File: src/hw/gdmh_pkg.sv
// Constants and types for the GPIB device message handler
package gdmh_pkg;

    localparam int DATA_W = 7;
    localparam int FIFO_W = 11;
    localparam int FIFO_DEPTH = 16;

    // Input buffer word layout: {query, common, msg_end, cmd_end, char[6:0]}
    localparam int FW_CMD_END = 7;
    localparam int FW_MSG_END = 8;
    localparam int FW_COMMON = 9;
    localparam int FW_QUERY = 10;

    // Interface message codes on the data lines while ATN is true
    localparam logic [6:0] IM_GTL = 7'h01;
    localparam logic [6:0] IM_SDC = 7'h04;
    localparam logic [6:0] IM_GET = 7'h08;
    localparam logic [6:0] IM_LLO = 7'h11;
    localparam logic [6:0] IM_DCL = 7'h14;
    localparam logic [6:0] IM_SPE = 7'h18;
    localparam logic [6:0] IM_SPD = 7'h19;
    localparam logic [6:0] IM_UNL = 7'h3F;
    localparam logic [6:0] IM_UNT = 7'h5F;
    localparam logic [1:0] GRP_LISTEN = 2'h1;
    localparam logic [1:0] GRP_TALK = 2'h2;

    // Characters of command text
    localparam logic [6:0] CH_LF = 7'h0A;
    localparam logic [6:0] CH_CR = 7'h0D;
    localparam logic [6:0] CH_SPACE = 7'h20;
    localparam logic [6:0] CH_STAR = 7'h2A;
    localparam logic [6:0] CH_SEMI = 7'h3B;
    localparam logic [6:0] CH_QMARK = 7'h3F;
    localparam logic [6:0] RESP_TERM = CH_LF;

    // Status byte bit that carries the service request
    localparam int STB_RQS = 6;

    typedef enum logic [1:0] {AH_READY, AH_TAKE, AH_HOLD} gdmh_ah_t;
    typedef enum logic [1:0] {SH_IDLE, SH_WAIT_RFD, SH_VALID} gdmh_sh_t;
    typedef enum logic [1:0] {RL_LOCS, RL_REMS, RL_LWLS, RL_RWLS} gdmh_rl_t;

endpackage

File: src/hw/gdmh_fifo.sv
// Synchronous FIFO with registered read data and flush
`timescale 1ns/1ps
module gdmh_fifo #(
    parameter int WIDTH = 11,
    parameter int DEPTH = 16
) (
    input wire logic clk,
    input wire logic rst_b,
    input wire logic flush,
    input wire logic in_valid,
    output logic in_ready,
    input wire logic [WIDTH-1:0] in_data,
    output logic out_valid,
    input wire logic out_ready,
    output logic [WIDTH-1:0] out_data
);
    // DEPTH must be a power of two so the pointers wrap by themselves
    localparam int AW = $clog2(DEPTH);

    logic [WIDTH-1:0] mem_r [DEPTH];
    logic [AW-1:0] wr_r;
    logic [AW-1:0] rd_r;
    logic [AW:0] cnt_r;
    logic push;
    logic load;

    assign in_ready = cnt_r != (AW+1)'(DEPTH);
    assign push = in_valid & in_ready;
    assign load = (cnt_r != '0) & (!out_valid | out_ready);

    always_ff @(posedge clk) begin
        if (push) begin
            mem_r[wr_r] <= in_data;
        end
    end

    always_ff @(posedge clk or negedge rst_b) begin
        if (!rst_b) begin
            wr_r <= '0;
            rd_r <= '0;
            cnt_r <= '0;
        end else if (flush) begin
            wr_r <= '0;
            rd_r <= '0;
            cnt_r <= '0;
        end else begin
            wr_r <= wr_r + AW'(push);
            rd_r <= rd_r + AW'(load);
            cnt_r <= cnt_r + (AW+1)'(push) - (AW+1)'(load);
        end
    end

    // Output stage register holds one word beyond the memory
    always_ff @(posedge clk or negedge rst_b) begin
        if (!rst_b) begin
            out_valid <= 1'b0;
            out_data <= '0;
        end else if (flush) begin
            out_valid <= 1'b0;
        end else if (load) begin
            out_valid <= 1'b1;
            out_data <= mem_r[rd_r];
        end else if (out_ready) begin
            out_valid <= 1'b0;
        end
    end

endmodule

File: src/hw/gdmh_top.sv
// GPIB device message handler: addressing, handshake, clears and command sorting
// Functional notes
// - ATN true bytes are interface messages
// - Every byte moves by three-wire handshake
// - Hold NRFD until ready, NDAC until accepted
// - Device clear empties input and output buffers
// - Selected clear acts only while listener addressed
// - Trigger starts measurement, reading goes to output
// - EOI with byte marks last byte
// - Remote/local follows GTL, LLO and REN
// - IFC drops all addressing to quiescent state
// - Own listen address makes device listener
// - Own talk address makes device talker
// - Unlisten leaves listener addressed state
// - Untalk leaves talker addressed state
// - After poll enable, next talk sends status
// - Poll disable resumes normal output data
// - Serial poll response is the status byte
// - Assert SRQ when attention is needed
// - EOI accompanies final terminator of responses
// - Leading asterisk marks a common command
// - Trailing question mark marks a query
// - Semicolons split commands, kept in order
// - CR or EOI byte ends program message
// - Top data bit ignored, seven-bit ASCII
`timescale 1ns/1ps
module gdmh_top
    import gdmh_pkg::*;
(
    input wire logic clk,
    input wire logic rst_b,
    input wire logic [4:0] my_addr,
    input wire logic [7:0] dio_i,
    output logic [7:0] dio_o,
    output logic dio_oe,
    input wire logic dav_i,
    output logic dav_o,
    output logic dav_oe,
    input wire logic nrfd_i,
    output logic nrfd_o,
    output logic nrfd_oe,
    input wire logic ndac_i,
    output logic ndac_o,
    output logic ndac_oe,
    input wire logic eoi_i,
    output logic eoi_o,
    output logic eoi_oe,
    output logic srq_o,
    output logic srq_oe,
    input wire logic atn_i,
    input wire logic ifc_i,
    input wire logic ren_i,
    output logic cmd_valid,
    input wire logic cmd_ready,
    output logic [DATA_W-1:0] cmd_data,
    output logic cmd_end,
    output logic cmd_msg_end,
    output logic cmd_common,
    output logic cmd_query,
    input wire logic resp_valid,
    output logic resp_ready,
    input wire logic [DATA_W-1:0] resp_data,
    input wire logic resp_last,
    input wire logic [7:0] status_in,
    input wire logic srq_req,
    output logic trig_o,
    output logic dev_clear_o,
    output logic remote_o,
    output logic lockout_o,
    output logic listen_o,
    output logic talk_o,
    output logic spoll_o
);

    function automatic logic addr_hit(input logic [6:0] code, input logic [1:0] grp,
                                      input logic [4:0] addr);
        addr_hit = (code[6:5] == grp) && (code[4:0] == addr);
    endfunction

    // Bus pins are asynchronous; data settles before DAV so skew is harmless
    logic [14:0] meta_r;
    logic [14:0] sync_r;
    logic [7:0] dio_s;
    logic dav_s;
    logic nrfd_s;
    logic ndac_s;
    logic eoi_s;
    logic atn_s;
    logic ifc_s;
    logic ren_s;

    always_ff @(posedge clk or negedge rst_b) begin
        if (!rst_b) begin
            meta_r <= '0;
            sync_r <= '0;
        end else begin
            meta_r <= {dio_i, dav_i, nrfd_i, ndac_i, eoi_i, atn_i, ifc_i, ren_i};
            sync_r <= meta_r;
        end
    end

    assign {dio_s, dav_s, nrfd_s, ndac_s, eoi_s, atn_s, ifc_s, ren_s} = sync_r;

    // Acceptor handshake
    gdmh_ah_t ah_r;
    logic [6:0] rx_r;
    logic rx_eoi_r;
    logic rx_atn_r;
    logic lstn_r;
    logic tlk_r;
    logic spe_r;
    logic fifo_in_ready;
    logic ah_active;
    logic ready_now;
    logic take;
    logic im_take;
    logic dt_take;
    logic talk_act;

    assign talk_act = tlk_r & !atn_s;
    assign ah_active = !talk_act;
    assign ready_now = atn_s | !lstn_r | fifo_in_ready;
    assign take = ah_r == AH_TAKE;
    assign im_take = take & rx_atn_r;
    assign dt_take = take & !rx_atn_r;

    always_ff @(posedge clk or negedge rst_b) begin
        if (!rst_b) begin
            ah_r <= AH_READY;
            rx_r <= '0;
            rx_eoi_r <= 1'b0;
            rx_atn_r <= 1'b0;
        end else if (!ah_active || ifc_s) begin
            ah_r <= AH_READY;
        end else begin
            case (ah_r)
                AH_READY: begin
                    if (ready_now && dav_s) begin
                        rx_r <= dio_s[6:0];
                        rx_eoi_r <= eoi_s;
                        rx_atn_r <= atn_s;
                        ah_r <= AH_TAKE;
                    end
                end
                AH_TAKE: ah_r <= AH_HOLD;
                AH_HOLD: begin
                    if (!dav_s) begin
                        ah_r <= AH_READY;
                    end
                end
                default: ah_r <= AH_READY;
            endcase
        end
    end

    // Open-drain lines: value is the asserted level, the enable pulls the line
    assign nrfd_o = 1'b1;
    assign ndac_o = 1'b1;
    assign nrfd_oe = ah_active && (ah_r != AH_READY || !ready_now);
    assign ndac_oe = ah_active && ah_r != AH_HOLD;

    // Interface message decode
    logic clr;
    logic mla_hit;
    logic gtl_hit;
    logic llo_hit;

    assign mla_hit = im_take && addr_hit(rx_r, GRP_LISTEN, my_addr);
    assign gtl_hit = im_take && rx_r == IM_GTL && lstn_r;
    assign llo_hit = im_take && rx_r == IM_LLO;
    assign clr = im_take && (rx_r == IM_DCL || (rx_r == IM_SDC && lstn_r));

    always_ff @(posedge clk or negedge rst_b) begin
        if (!rst_b) begin
            lstn_r <= 1'b0;
        end else if (ifc_s) begin
            lstn_r <= 1'b0;
        end else if (mla_hit) begin
            lstn_r <= 1'b1;
        end else if (im_take && rx_r == IM_UNL) begin
            lstn_r <= 1'b0;
        end
    end

    always_ff @(posedge clk or negedge rst_b) begin
        if (!rst_b) begin
            tlk_r <= 1'b0;
        end else if (ifc_s) begin
            tlk_r <= 1'b0;
        end else if (im_take && addr_hit(rx_r, GRP_TALK, my_addr)) begin
            tlk_r <= 1'b1;
        end else if (im_take && rx_r[6:5] == GRP_TALK) begin
            tlk_r <= 1'b0;
        end
    end

    always_ff @(posedge clk or negedge rst_b) begin
        if (!rst_b) begin
            spe_r <= 1'b0;
        end else if (ifc_s) begin
            spe_r <= 1'b0;
        end else if (im_take && rx_r == IM_SPE) begin
            spe_r <= 1'b1;
        end else if (im_take && rx_r == IM_SPD) begin
            spe_r <= 1'b0;
        end
    end

    always_ff @(posedge clk or negedge rst_b) begin
        if (!rst_b) begin
            trig_o <= 1'b0;
            dev_clear_o <= 1'b0;
        end else begin
            trig_o <= im_take && rx_r == IM_GET && lstn_r;
            dev_clear_o <= clr;
        end
    end

    // Remote/local state
    gdmh_rl_t rl_r;

    always_ff @(posedge clk or negedge rst_b) begin
        if (!rst_b) begin
            rl_r <= RL_LOCS;
        end else if (!ren_s) begin
            rl_r <= RL_LOCS;
        end else begin
            case (rl_r)
                RL_LOCS: begin
                    if (mla_hit) begin
                        rl_r <= RL_REMS;
                    end else if (llo_hit) begin
                        rl_r <= RL_LWLS;
                    end
                end
                RL_REMS: begin
                    if (gtl_hit) begin
                        rl_r <= RL_LOCS;
                    end else if (llo_hit) begin
                        rl_r <= RL_RWLS;
                    end
                end
                RL_LWLS: begin
                    if (mla_hit) begin
                        rl_r <= RL_RWLS;
                    end
                end
                RL_RWLS: begin
                    if (gtl_hit) begin
                        rl_r <= RL_LWLS;
                    end
                end
                default: rl_r <= RL_LOCS;
            endcase
        end
    end

    assign remote_o = rl_r == RL_REMS || rl_r == RL_RWLS;
    assign lockout_o = rl_r == RL_LWLS || rl_r == RL_RWLS;
    assign listen_o = lstn_r;
    assign talk_o = tlk_r;
    assign spoll_o = spe_r;

    // Command text sorting into the input buffer
    logic first_r;
    logic common_r;
    logic qry_r;
    logic keep;
    logic push;
    logic is_end;
    logic msg_end;
    logic is_common;
    logic [FIFO_W-1:0] fifo_in;
    logic [FIFO_W-1:0] fifo_out;

    // Control characters other than CR and LF carry no text, but an EOI byte must still end the message
    assign keep = rx_r >= CH_SPACE || rx_r == CH_CR || rx_r == CH_LF || rx_eoi_r;
    assign push = dt_take && lstn_r && keep;
    assign msg_end = rx_eoi_r || rx_r == CH_CR;
    assign is_end = msg_end || rx_r == CH_SEMI;
    assign is_common = first_r ? rx_r == CH_STAR : common_r;
    assign fifo_in = {is_end && (rx_r == CH_QMARK || qry_r), is_common, msg_end, is_end, rx_r};

    always_ff @(posedge clk or negedge rst_b) begin
        if (!rst_b) begin
            first_r <= 1'b1;
            common_r <= 1'b0;
            qry_r <= 1'b0;
        end else if (clr) begin
            first_r <= 1'b1;
            common_r <= 1'b0;
            qry_r <= 1'b0;
        end else if (push) begin
            if (is_end) begin
                first_r <= 1'b1;
                common_r <= 1'b0;
                qry_r <= 1'b0;
            end else if (rx_r != CH_SPACE) begin
                first_r <= 1'b0;
                common_r <= is_common;
                qry_r <= rx_r == CH_QMARK;
            end
        end
    end

    // Back-pressure: a full buffer keeps NRFD asserted toward the controller
    gdmh_fifo #(
        .WIDTH(FIFO_W),
        .DEPTH(FIFO_DEPTH)
    ) u_in_buf (
        .clk(clk),
        .rst_b(rst_b),
        .flush(clr),
        .in_valid(push),
        .in_ready(fifo_in_ready),
        .in_data(fifo_in),
        .out_valid(cmd_valid),
        .out_ready(cmd_ready),
        .out_data(fifo_out)
    );

    assign cmd_data = fifo_out[DATA_W-1:0];
    assign cmd_end = fifo_out[FW_CMD_END];
    assign cmd_msg_end = fifo_out[FW_MSG_END];
    assign cmd_common = fifo_out[FW_COMMON];
    assign cmd_query = fifo_out[FW_QUERY];

    // Source handshake and output holding register
    gdmh_sh_t sh_r;
    logic [7:0] tx_r;
    logic tx_eoi_r;
    logic dav_r;
    logic ob_v_r;
    logic [6:0] ob_d_r;
    logic ob_last_r;
    logic term_pend_r;
    logic sp_done_r;
    logic srq_r;
    logic [7:0] stb_byte;

    always_comb begin
        stb_byte = status_in;
        stb_byte[STB_RQS] = srq_r;
    end

    assign resp_ready = !ob_v_r && !clr;

    always_ff @(posedge clk or negedge rst_b) begin
        if (!rst_b) begin
            sh_r <= SH_IDLE;
            tx_r <= '0;
            tx_eoi_r <= 1'b0;
            dav_r <= 1'b0;
            ob_v_r <= 1'b0;
            ob_d_r <= '0;
            ob_last_r <= 1'b0;
            term_pend_r <= 1'b0;
            sp_done_r <= 1'b0;
        end else if (clr) begin
            sh_r <= SH_IDLE;
            dav_r <= 1'b0;
            ob_v_r <= 1'b0;
            term_pend_r <= 1'b0;
        end else begin
            if (!spe_r || !tlk_r) begin
                sp_done_r <= 1'b0;
            end
            if (resp_valid && resp_ready) begin
                ob_v_r <= 1'b1;
                ob_d_r <= resp_data;
                ob_last_r <= resp_last;
            end
            case (sh_r)
                SH_IDLE: begin
                    if (talk_act && spe_r) begin
                        if (!sp_done_r) begin
                            tx_r <= stb_byte;
                            tx_eoi_r <= 1'b0;
                            sp_done_r <= 1'b1;
                            sh_r <= SH_WAIT_RFD;
                        end
                    end else if (talk_act && term_pend_r) begin
                        tx_r <= {1'b0, RESP_TERM};
                        tx_eoi_r <= 1'b1;
                        term_pend_r <= 1'b0;
                        sh_r <= SH_WAIT_RFD;
                    end else if (talk_act && ob_v_r) begin
                        tx_r <= {1'b0, ob_d_r};
                        tx_eoi_r <= 1'b0;
                        ob_v_r <= 1'b0;
                        term_pend_r <= ob_last_r;
                        sh_r <= SH_WAIT_RFD;
                    end
                end
                SH_WAIT_RFD: begin
                    if (!talk_act) begin
                        sh_r <= SH_IDLE;
                    end else if (!nrfd_s && ndac_s) begin
                        dav_r <= 1'b1;
                        sh_r <= SH_VALID;
                    end
                end
                SH_VALID: begin
                    // ATN or untalk mid-byte drops the byte rather than stall the bus
                    if (!talk_act || !ndac_s) begin
                        dav_r <= 1'b0;
                        sh_r <= SH_IDLE;
                    end
                end
                default: sh_r <= SH_IDLE;
            endcase
        end
    end

    always_ff @(posedge clk or negedge rst_b) begin
        if (!rst_b) begin
            srq_r <= 1'b0;
        end else begin
            srq_r <= srq_req;
        end
    end

    assign dio_o = tx_r;
    assign dio_oe = talk_act && sh_r != SH_IDLE;
    assign dav_o = 1'b1;
    assign dav_oe = dav_r && talk_act;
    assign eoi_o = 1'b1;
    assign eoi_oe = tx_eoi_r && dio_oe;
    assign srq_o = 1'b1;
    assign srq_oe = srq_r;

    a_text_only_listen:
    assert property (@(posedge clk) disable iff (!rst_b)
        (take && (rx_atn_r || !lstn_r)) |=> u_in_buf.cnt_r <= $past(u_in_buf.cnt_r))
        else $error("command text pushed while ATN or not listening");

    a_dcl_flushes:
    assert property (@(posedge clk) disable iff (!rst_b)
        (im_take && rx_r == IM_DCL) |=> dev_clear_o && !ob_v_r && !cmd_valid)
        else $error("device clear did not empty buffers");

    a_sdc_gated:
    assert property (@(posedge clk) disable iff (!rst_b)
        (im_take && rx_r == IM_SDC && !lstn_r) |=> !dev_clear_o)
        else $error("selected clear acted while not listener");

    a_get_trigger:
    assert property (@(posedge clk) disable iff (!rst_b)
        (im_take && rx_r == IM_GET && lstn_r) |=> trig_o ##1 !trig_o)
        else $error("trigger pulse wrong");

    a_nrfd_hold:
    assert property (@(posedge clk) disable iff (!rst_b)
        (!fifo_in_ready && lstn_r && !atn_s && !talk_act) |-> nrfd_oe)
        else $error("NRFD released with full buffer");

    a_listen_addr:
    assert property (@(posedge clk) disable iff (!rst_b)
        (mla_hit && !ifc_s) |=> lstn_r)
        else $error("own listen address not taken");

    a_unlisten:
    assert property (@(posedge clk) disable iff (!rst_b)
        (im_take && rx_r == IM_UNL) |=> !lstn_r)
        else $error("unlisten ignored");

    a_untalk:
    assert property (@(posedge clk) disable iff (!rst_b)
        (im_take && rx_r == IM_UNT) |=> !tlk_r)
        else $error("untalk ignored");

    a_ifc_quiet:
    assert property (@(posedge clk) disable iff (!rst_b) ifc_s |=> !lstn_r && !tlk_r && !spe_r)
        else $error("interface clear left addressing");

    a_eoi_term:
    assert property (@(posedge clk) disable iff (!rst_b) eoi_oe |-> dio_o[6:0] == RESP_TERM)
        else $error("EOI without terminator");

    a_poll_stb:
    assert property (@(posedge clk) disable iff (!rst_b)
        (dav_oe && spe_r && $stable(spe_r)) |-> !tx_eoi_r && tx_r[STB_RQS] == $past(srq_r, 1)
            || !$stable(tx_r))
        else $error("poll byte not status");

endmodule

File: config.mk
export PLATFORM = sky130hd
export DESIGN_NAME = gdmh_top
export DESIGN_NICKNAME = d
export VERILOG_FILES = /design/src/hw/gdmh_pkg.sv /design/src/hw/gdmh_fifo.sv /design/src/hw/gdmh_top.sv
export SDC_FILE = /design/constraint.sdc
export NUM_CORES = 1
export LEC_CHECK = 0
export ABC_CLOCK_PERIOD_IN_PS = 2800
export BUFFER_PORTS_ARGS = -buffer_cell sky130_fd_sc_hd__clkbuf_2
export CAP_MARGIN = 30
export CORE_ASPECT_RATIO = 1.75
export CORE_MARGIN = 4
export CORE_UTILIZATION = 35
export DETAILED_ROUTE_END_ITERATION = 7
export SLEW_MARGIN = 40
export SYNTH_ARGS = -nofsm -noshare
export SYNTH_HDL_FRONTEND = slang
export SYNTH_SLANG_ARGS = --single-unit
File: constraint.sdc
create_clock -name clk -period 2.8 [get_ports clk]
set_input_delay 0 -clock clk [delete_from_list [all_inputs] [get_ports clk]]
set_output_delay 0 -clock clk [all_outputs]
set_load 0.02 [all_outputs]
==> impl_results.md, run 1 <==
- Run status: completed
- Comb pwr share: 24.7%
- Power density over the cells: 829 nW/µm²
- Most common cell in the netlist: edfxtp_1
- Slew HR: 53.6%
- Final WS setup: 180 ps
- Post-synthesis async set-or-reset flop share: 35.8%
- Rows: 85
- Worst stage delay on the critical path: 380 ps
- WL/cell: 19.2 µm
- Sequential Power Share: 43.8%
- Switching share of power: 27.5%
- Initial Utilization: 35.7%
- Crit share post-route: 93.6%
- Post-synth EDFFs: 176
- Core area: 30900 µm²
- First-pass GRT wire length: 36.3 mm
- Final slew viol count: 0
- Crit-path slowest cell: dfrtp_1
- Startpoint types: flop
- Least-Margin Pin Slew: 688 ps
- Leading area contributor after synthesis: edfxtp_1
- Post-Place Setup Slack: -2.15 ps
- Hold Fails Final Rpt: 0
- Worst-path cell chain: inv_1, ha_2, nor4b_4, nand2b_4, inv_1, ha_1, inv_1, ha_1, inv_1, fa_2, nor2b_2, o21bai_2, a21oi_2, nor3b_2
- Placed cell area: 12100 µm²
- Mean Syn Cell Area: 17.2 µm²
- Leading post-synthesis cells by cell area: edfxtp_1 48%, dfrtp_1 22%, mux4_2 9.0%
- Initial antenna violation count: 0
- Vias: 5894
- Critical Path Fanout Max: 2
- Cell Count, Final, Fillers Out: 1191
- Number of distinct library cells after synthesis: 65
- Worst Skew: 14.1 ps
- Yosys reg bits: 274
- Total of max-cap violations: 0
- YS warnings: 0
- NetSw: 3.07 mW
- Vias per cell: 4.95
- # DRC: 0
- Die Span Y: 243 µm
- Final HPWL DP: 15.3 mm
- Remaining Overflow, GRT: 0
- Total CTS buffers: 24
- CTS clk-pin slew, worst paths: 70 ps
- ANT nets after route: 0
- Tmin final: 2620 ps
- Pin count of the biggest net entering global routing: 99
- Layout Nets: 834
- Critical Path RT: 3210 ps
- Pre-Repair DR Iteration Count: 4
- Fillers: 2705
- Most used flip-flop cell after synthesis: edfxtp_1
- Die area: 34600 µm²
- Sequential share of the synthesized area: 70.1%
- Mapped Area: 11000 µm²
- Total track usage: 13.5%
- I/O pin cnt: 80
- Vias in the first global route: 6419
- CTS sink cnt: 274
- Layout cells sized above 1: 31.5%
- Clock latency on the worst-skew pair: 520 ps
- Max IR drop VDD: 610 µV
- Total power: 11.2 mW
- Max Clock Freq: 382 MHz
- Iteration-0 DRC Markers: 245
- Syn Inst Count: 643
- Setup Viol. Count Final: 0
- Placed insts: 1106
- Clk root buf: clkbuf_16
- Fin util: 43.5%
- Top-area cell type share of the netlist area: 47.9%
- H-tree Lvls: 1
- CP Data Arrival Time: 3030 ps
- Die width: 142 µm
- Port buffer count: 72
- Crit path kind: reg -> reg
- Crit-path most repeated cell: inv_1
- Routability congestion estimate: 0.760
- Hold Crit Class: in -> async
- Clk buf depth: 3
- Design area: 13500 µm²
- Layout area overhead: 21.9%
- Diode count: 0
- Leak: 5.18 nW
- Cell internal pwr: 8.09 mW
- CTS tree: done
- Hold slack: 35.0 ps
- Critical Path End Type: flop
- Power share of the clock group: 31.4%
- Setup TNS: 0 ps
- WL final: 22.9 mm
- Synth top cells by count: 176 x edfxtp_1, 97 x dfrtp_1, 44 x mux4_2, 29 x mux2i_1, 28 x nor2_1
worst max-delay path, delay by kind of cell (launching register included):
family	cells	cell delay, ps
AND/OR/NAND/NOR	4	610
AO/OA/AOI/OAI	2	250
flip-flops	1	380
buffers and inverters	4	270
adder cells (fa/ha/maj)	4	1000
cell usage in the layout, fill, tap and decap left out, drive strengths merged, types with 2 or more instances in the layout:
| cell type | instances |
|---|---|
| edfxtp | 176 |
| clkbuf | 105 |
| dfrtp | 97 |
| mux4 | 44 |
| buf | 42 |
| dlygate4sd3 | 38 |
| mux2i | 29 |
| nor2 | 28 |
| mux2 | 24 |
| inv | 21 |
| nor2b | 19 |
| o21ai | 14 |
| a21oi | 12 |
| nor3 | 12 |
| o221ai | 11 |
| nand2 | 10 |
| ha | 10 |
| nand2b | 9 |
| xor2 | 8 |
| clkinv | 8 |
| nor4 | 8 |
| nand3 | 6 |
| nor3b | 6 |
| a22o | 5 |
| conb | 5 |
| or3b | 4 |
| nor4b | 4 |
| nand3b | 3 |
| xnor2 | 3 |
| and2 | 3 |
| or3 | 3 |
| a41o | 2 |
| or4 | 2 |
| a211oi | 2 |
| o22ai | 2 |
| and3 | 2 |
| nor4bb | 2 |
state kept, by name (all words and copies together), names as in the netlist, 2 cells and up:
signal and flops:
ah_r 2, dio_o 8, meta_r 14, ob_d_r 7, rl_r 2, rx_r 7, sh_r 2, sync_r 14
u_in_buf.cnt_r 5, u_in_buf.mem_r 176, u_in_buf.out_data 11, u_in_buf.rd_r 4, u_in_buf.wr_r 4
layer usage:
layer,vias up,routed length [µm],global-route usage [%]
met5,-,0,0
met4,0,426,3.76
met3,17,659,1.44
met2,103,13400,26.6
met1,3034,8400,14.8
li1,2740,-,-
final timing paths:
check	startpoint	end	slack [ps]	cells past startpoint
setup / recovery	u_in_buf.cnt_r[2]$_DFF_PN0_	u_in_buf.cnt_r[4]$_DFF_PN0_	180	14
hold / removal	rst_b	u_in_buf.rd_r[0]$_DFF_PN0_	40	3
setup reg to reg	u_in_buf.cnt_r[2]$_DFF_PN0_	u_in_buf.cnt_r[4]$_DFF_PN0_	180	14
hold reg to reg	meta_r[9]$_DFF_PN0_	sync_r[9]$_DFF_PN0_	340	0
max in group asynchronous	rst_b	qry_r$_DFFE_PN0P_	2280	3
min in group clk	my_addr[1]	rl_r[0]$_DFFE_PN0P_	60	5
cell type report:
class / count / area, µm² / area share, %
tap: 391 / 489 / 3.63
inverter: 20 / 75.1 / 0.557
clock buffer: 34 / 791 / 5.87
clock inverter: 10 / 80.1 / 0.595
timing repair buffer: 151 / 1100 / 8.18
multi-input combinational: 311 / 3190 / 23.7
sequential: 274 / 7740 / 57.5
power by group through the flow:
stage / clock network [mW] / registers (mW) / logic, mW
floorplan: 0 / 5.05 / 1.78
global placement: 0 / 4.96 / 2.65
detailed placement: 0 / 4.96 / 2.68
CTS: 3.61 / 4.88 / 2.75
global route: 3.74 / 4.93 / 3.04
finish: 3.51 / 4.89 / 2.76
logic make-up after synthesis:
kind of cell | after synthesis | share of synthesized area, %
AO/OA/AOI/OAI | 62 | 3.94
XOR/XNOR | 11 | 0.872
adder cells (fa/ha/maj) | 11 | 1.31
buffers and inverters | 62 | 2.67
flip-flops | 274 | 70.1
multiplexers | 97 | 14.3
other | 1 | 0.0340
AND/OR/NAND/NOR | 125 | 6.76
timing repair:
item	in CTS	in global routing
resized for setup	1	10
pin swaps	0	1
setup endpoints to repair	1	1
hold buffers	38	0
hold endpoints to repair	132	0
buffers inserted	0	3
No activity file was read; power rests on OpenSTA's default activity.
==> inputs of run 2 (changes only) <==
--- a/config.mk
+++ b/config.mk
@@ -5,9 +5,8 @@
 export SDC_FILE = /design/constraint.sdc
 export NUM_CORES = 1
 export LEC_CHECK = 0
-export ABC_CLOCK_PERIOD_IN_PS = 2800
-export BUFFER_PORTS_ARGS = -buffer_cell sky130_fd_sc_hd__clkbuf_2
-export CAP_MARGIN = 30
+export ABC_CLOCK_PERIOD_IN_PS = 2700
+export BUFFER_PORTS_ARGS = -buffer_cell sky130_fd_sc_hd__buf_2
 export CORE_ASPECT_RATIO = 1.75
 export CORE_MARGIN = 4
 export CORE_UTILIZATION = 35
==> constraint.sdc (replaced) <==
create_clock -name clk -period 2.7 [get_ports clk]
set_input_delay 0 -clock clk [delete_from_list [all_inputs] [get_ports clk]]
set_output_delay 0 -clock clk [all_outputs]
set_load 0.02 [all_outputs]
==> run 2 against run 1 <==
  * Routed wire length increased by 2.8%
  * Power increased by 2.8%
  * Maximum frequency increased by 1.9%
  * Core utilization decreased by 0.17 points
  * First-iteration DRC count increased by 4.5%
  * Critical path depth unchanged
  * Critical path type unchanged
  * Critical endpoint unchanged
==> impl_results.md, run 2 (synthesis results as in run 1) <==
- Worst stage delay on the critical path: 400 ps (+20 ps)
- Core area: 30900 µm² (unchanged)
- Vias in the first global route: 6547 (+2.0%)
- Crit path kind: reg -> reg
- Fillers: 2673 (-1.2%)
- Die width: 142 µm (unchanged)
- Hold Crit Class: in -> async
- Pre-Repair DR Iteration Count: 4 (unchanged)
- First-pass GRT wire length: 37.3 mm (+2.9%)
- Die Span Y: 243 µm (unchanged)
- NetSw: 3.18 mW (+3.4%)
- Final HPWL DP: 16.0 mm (+4.5%)
- Layout cells sized above 1: 31.3% (-0.16 points)
- Placed insts: 1112 (+0.54%)
- Leak: 5.08 nW (-2.0%)
- Most frequent cells in the layout: 176 x edfxtp_1, 93 x dfrtp_1, 71 x buf_2
- WL/cell: 19.7 µm (+2.5%)
- Total track usage: 13.8% (+0.35 points)
- Power share of the clock group: 30.7% (-0.7 points)
- Power density over the cells: 856 nW/µm² (+3.2%)
- Diode count: 0 (unchanged)
- # DRC: 0 (unchanged)
- Final slew viol count: 0 (unchanged)
- Clock latency on the worst-skew pair: 520 ps (about the same)
- Pin count of the biggest net entering global routing: 48 (-52%)
- H-tree Lvls: 1 (unchanged)
- CTS tree: done
- Worst r2r path cells: 14 (unchanged)
- Max reg flops: 176 (unchanged)
- Max IR drop VDD: 552 µV (-9.6%)
- Cell internal pwr: 8.30 mW (+2.6%)
- Worst Skew: 14.0 ps (-0.108 ps)
- Total power: 11.5 mW (+2.8%)
- CTS sink cnt: 274 (unchanged)
- CTS clk-pin slew, worst paths: 60 ps (about the same)
- Least-Margin Pin Slew: 673 ps (-15.3 ps)
- Iteration-0 DRC Markers: 256 (+4.5%)
- Crit-path slowest cell: dfrtp_1
- Clk root buf: clkbuf_16
- Rows: 85 (unchanged)
- Setup Viol. Count Final: 0 (unchanged)
- Cell Count, Final, Fillers Out: 1195 (+0.34%)
- Hold Fails Final Rpt: 0 (unchanged)
- WL final: 23.6 mm (+2.8%)
- Critical Path Fanout Max: 2 (unchanged)
- CP Data Arrival Time: 2980 ps (-50 ps)
- Crit-path most repeated cell: inv_1
- Startpoint types: flop
- Worst-path cell chain: inv_2, ha_2, nor4b_4, nand2b_4, inv_1, ha_1, inv_1, ha_1, inv_1, fa_2, nor2b_2, o21bai_1, a21oi_1, nor3b_2
- Largest registers: u_in_buf.mem_r (176), meta_r (14), sync_r (14)
- Most common cell after layout, fill and taps aside: edfxtp_1
- Crit share post-route: 95.2% (+1.6 points)
- Initial antenna violation count: 0 (unchanged)
- Vias per cell: 5.04 (+1.8%)
- Layout area overhead: 21.5%
- Routability congestion estimate: 0.785 (+3.4%)
- ANT nets after route: 0 (unchanged)
- Tmin final: 2570 ps (-49.7 ps)
- Critical Path End Type: flop
- Port buffer count: 72 (unchanged)
- Die area: 34600 µm² (unchanged)
- Comb pwr share: 24.6% (about the same)
- Initial Utilization: 35.7% (unchanged)
- Post-Place Setup Slack: 45.2 ps (+47.3 ps)
- Final WS setup: 130 ps (-50.3 ps)
- Total of max-cap violations: 0 (unchanged)
- Clk buf depth: 3 (unchanged)
- I/O pin cnt: 80 (unchanged)
- Switching share of power: 27.7% (+0.15 points)
- Remaining Overflow, GRT: 0 (unchanged)
- Vias: 6021 (+2.2%)
- Run status: completed
- Total CTS buffers: 24 (unchanged)
- Slew HR: 54.7% (+1.0 points)
- Critical Path RT: 3110 ps (-100 ps)
- Top reg by flops: u_in_buf.mem_r
- Layout Nets: 838 (+0.48%)
- Max Clock Freq: 389 MHz (+1.9%)
- Sequential Power Share: 44.7% (+0.9 points)
==> run 2: cell count changes in the layout (fill, tap and decap cells not counted), moves of 3 or more <==
cell | before | now
clkbuf_2 | 72 | 0
buf_2 | 0 | 71
clkbuf_1 | 0 | 5
buf_4 | 38 | 42
clkinv_2 | 7 | 3
clkbuf_16 | 30 | 27
clkbuf_8 | 2 | 5
==> run 2: repair_timing <==
action                                 in CTS  in global routing
setup buffers                               0                  1
gates resized for setup                     0                  8
hold buffers                               38                  0
endpoints found under the hold margin      78                  0
setup endpoints to repair                   0                  1
==> run 2: per-layer routing <==
metal,global-route usage (%),up-vias,share of wire (%)
li1,-,2746,-
met5,0,-,0
met1,15.1,3116,36
met3,1.58,40,2.9
met2,27.2,119,59
met4,4.24,0,2.5
==> run 2: path summary, 6_finish.rpt <==
| path | startpoint | endpoint | slack (ps) |
|---|---|---|---|
| setup / recovery | u_in_buf.cnt_r[3]$_DFF_PN0_ | u_in_buf.cnt_r[4]$_DFF_PN0_ | 130 |
| hold / removal | rst_b | dev_clear_o$_DFF_PN0_ | 40 |
| setup reg to reg | u_in_buf.cnt_r[3]$_DFF_PN0_ | u_in_buf.cnt_r[4]$_DFF_PN0_ | 130 |
| hold reg to reg | meta_r[1]$_DFF_PN0_ | sync_r[1]$_DFF_PN0_ | 340 |
| max in group asynchronous | rst_b | sync_r[3]$_DFF_PN0_ | 1870 |
| min in group clk | my_addr[3] | rl_r[0]$_DFFE_PN0P_ | 90 |
==> run 2: layout make-up <==
type                            instances  area (µm²)  area share [%]
Sequential cell                       274        7740            57.7
Clock inverter                          6        56.3           0.420
Clock buffer                           38         771            5.75
Timing Repair Buffer                  155        1130            8.43
Inverter                               20        75.1           0.560
Multi-Input combinational cell        311        3150            23.5
Tap cell                              391         489            3.65
==> run 2: metrics by stage <==
stage / hold WS, ps / area [µm²] / TNS (ps) / utilization, %
2_1_floorplan: -296 / 11100 / -16070 / -
3_3_place_gp: 67.1 / 12200 / 0 / 39.3
3_5_place_dp: 66.5 / 12200 / 0 / 39.3
4_1_cts: 51.3 / 13400 / 0 / 43.2
5_1_grt: 89.0 / 13400 / -19.1 / 43.3
6_report: 35.8 / 13400 / 0 / 43.3
==> run 2: power groups by stage <==
stage	registers [mW]	logic, mW	clock network [mW]
6_report	5.13	2.82	3.53
5_1_grt	5.16	3.08	3.79
4_1_cts	5.12	2.84	3.62
3_5_place_dp	5.21	2.79	0
3_3_place_gp	5.20	2.75	0
2_1_floorplan	5.25	1.85	0
==> run 2: critical path, delay by kind of cell, from the launching register on <==
family	cells	cell delay, ps
buffers and inverters	4	240
adders and majority gates	4	970
DFF	1	400
and+or+nand+nor	4	580
AOI/OAI and AO/OA	2	260
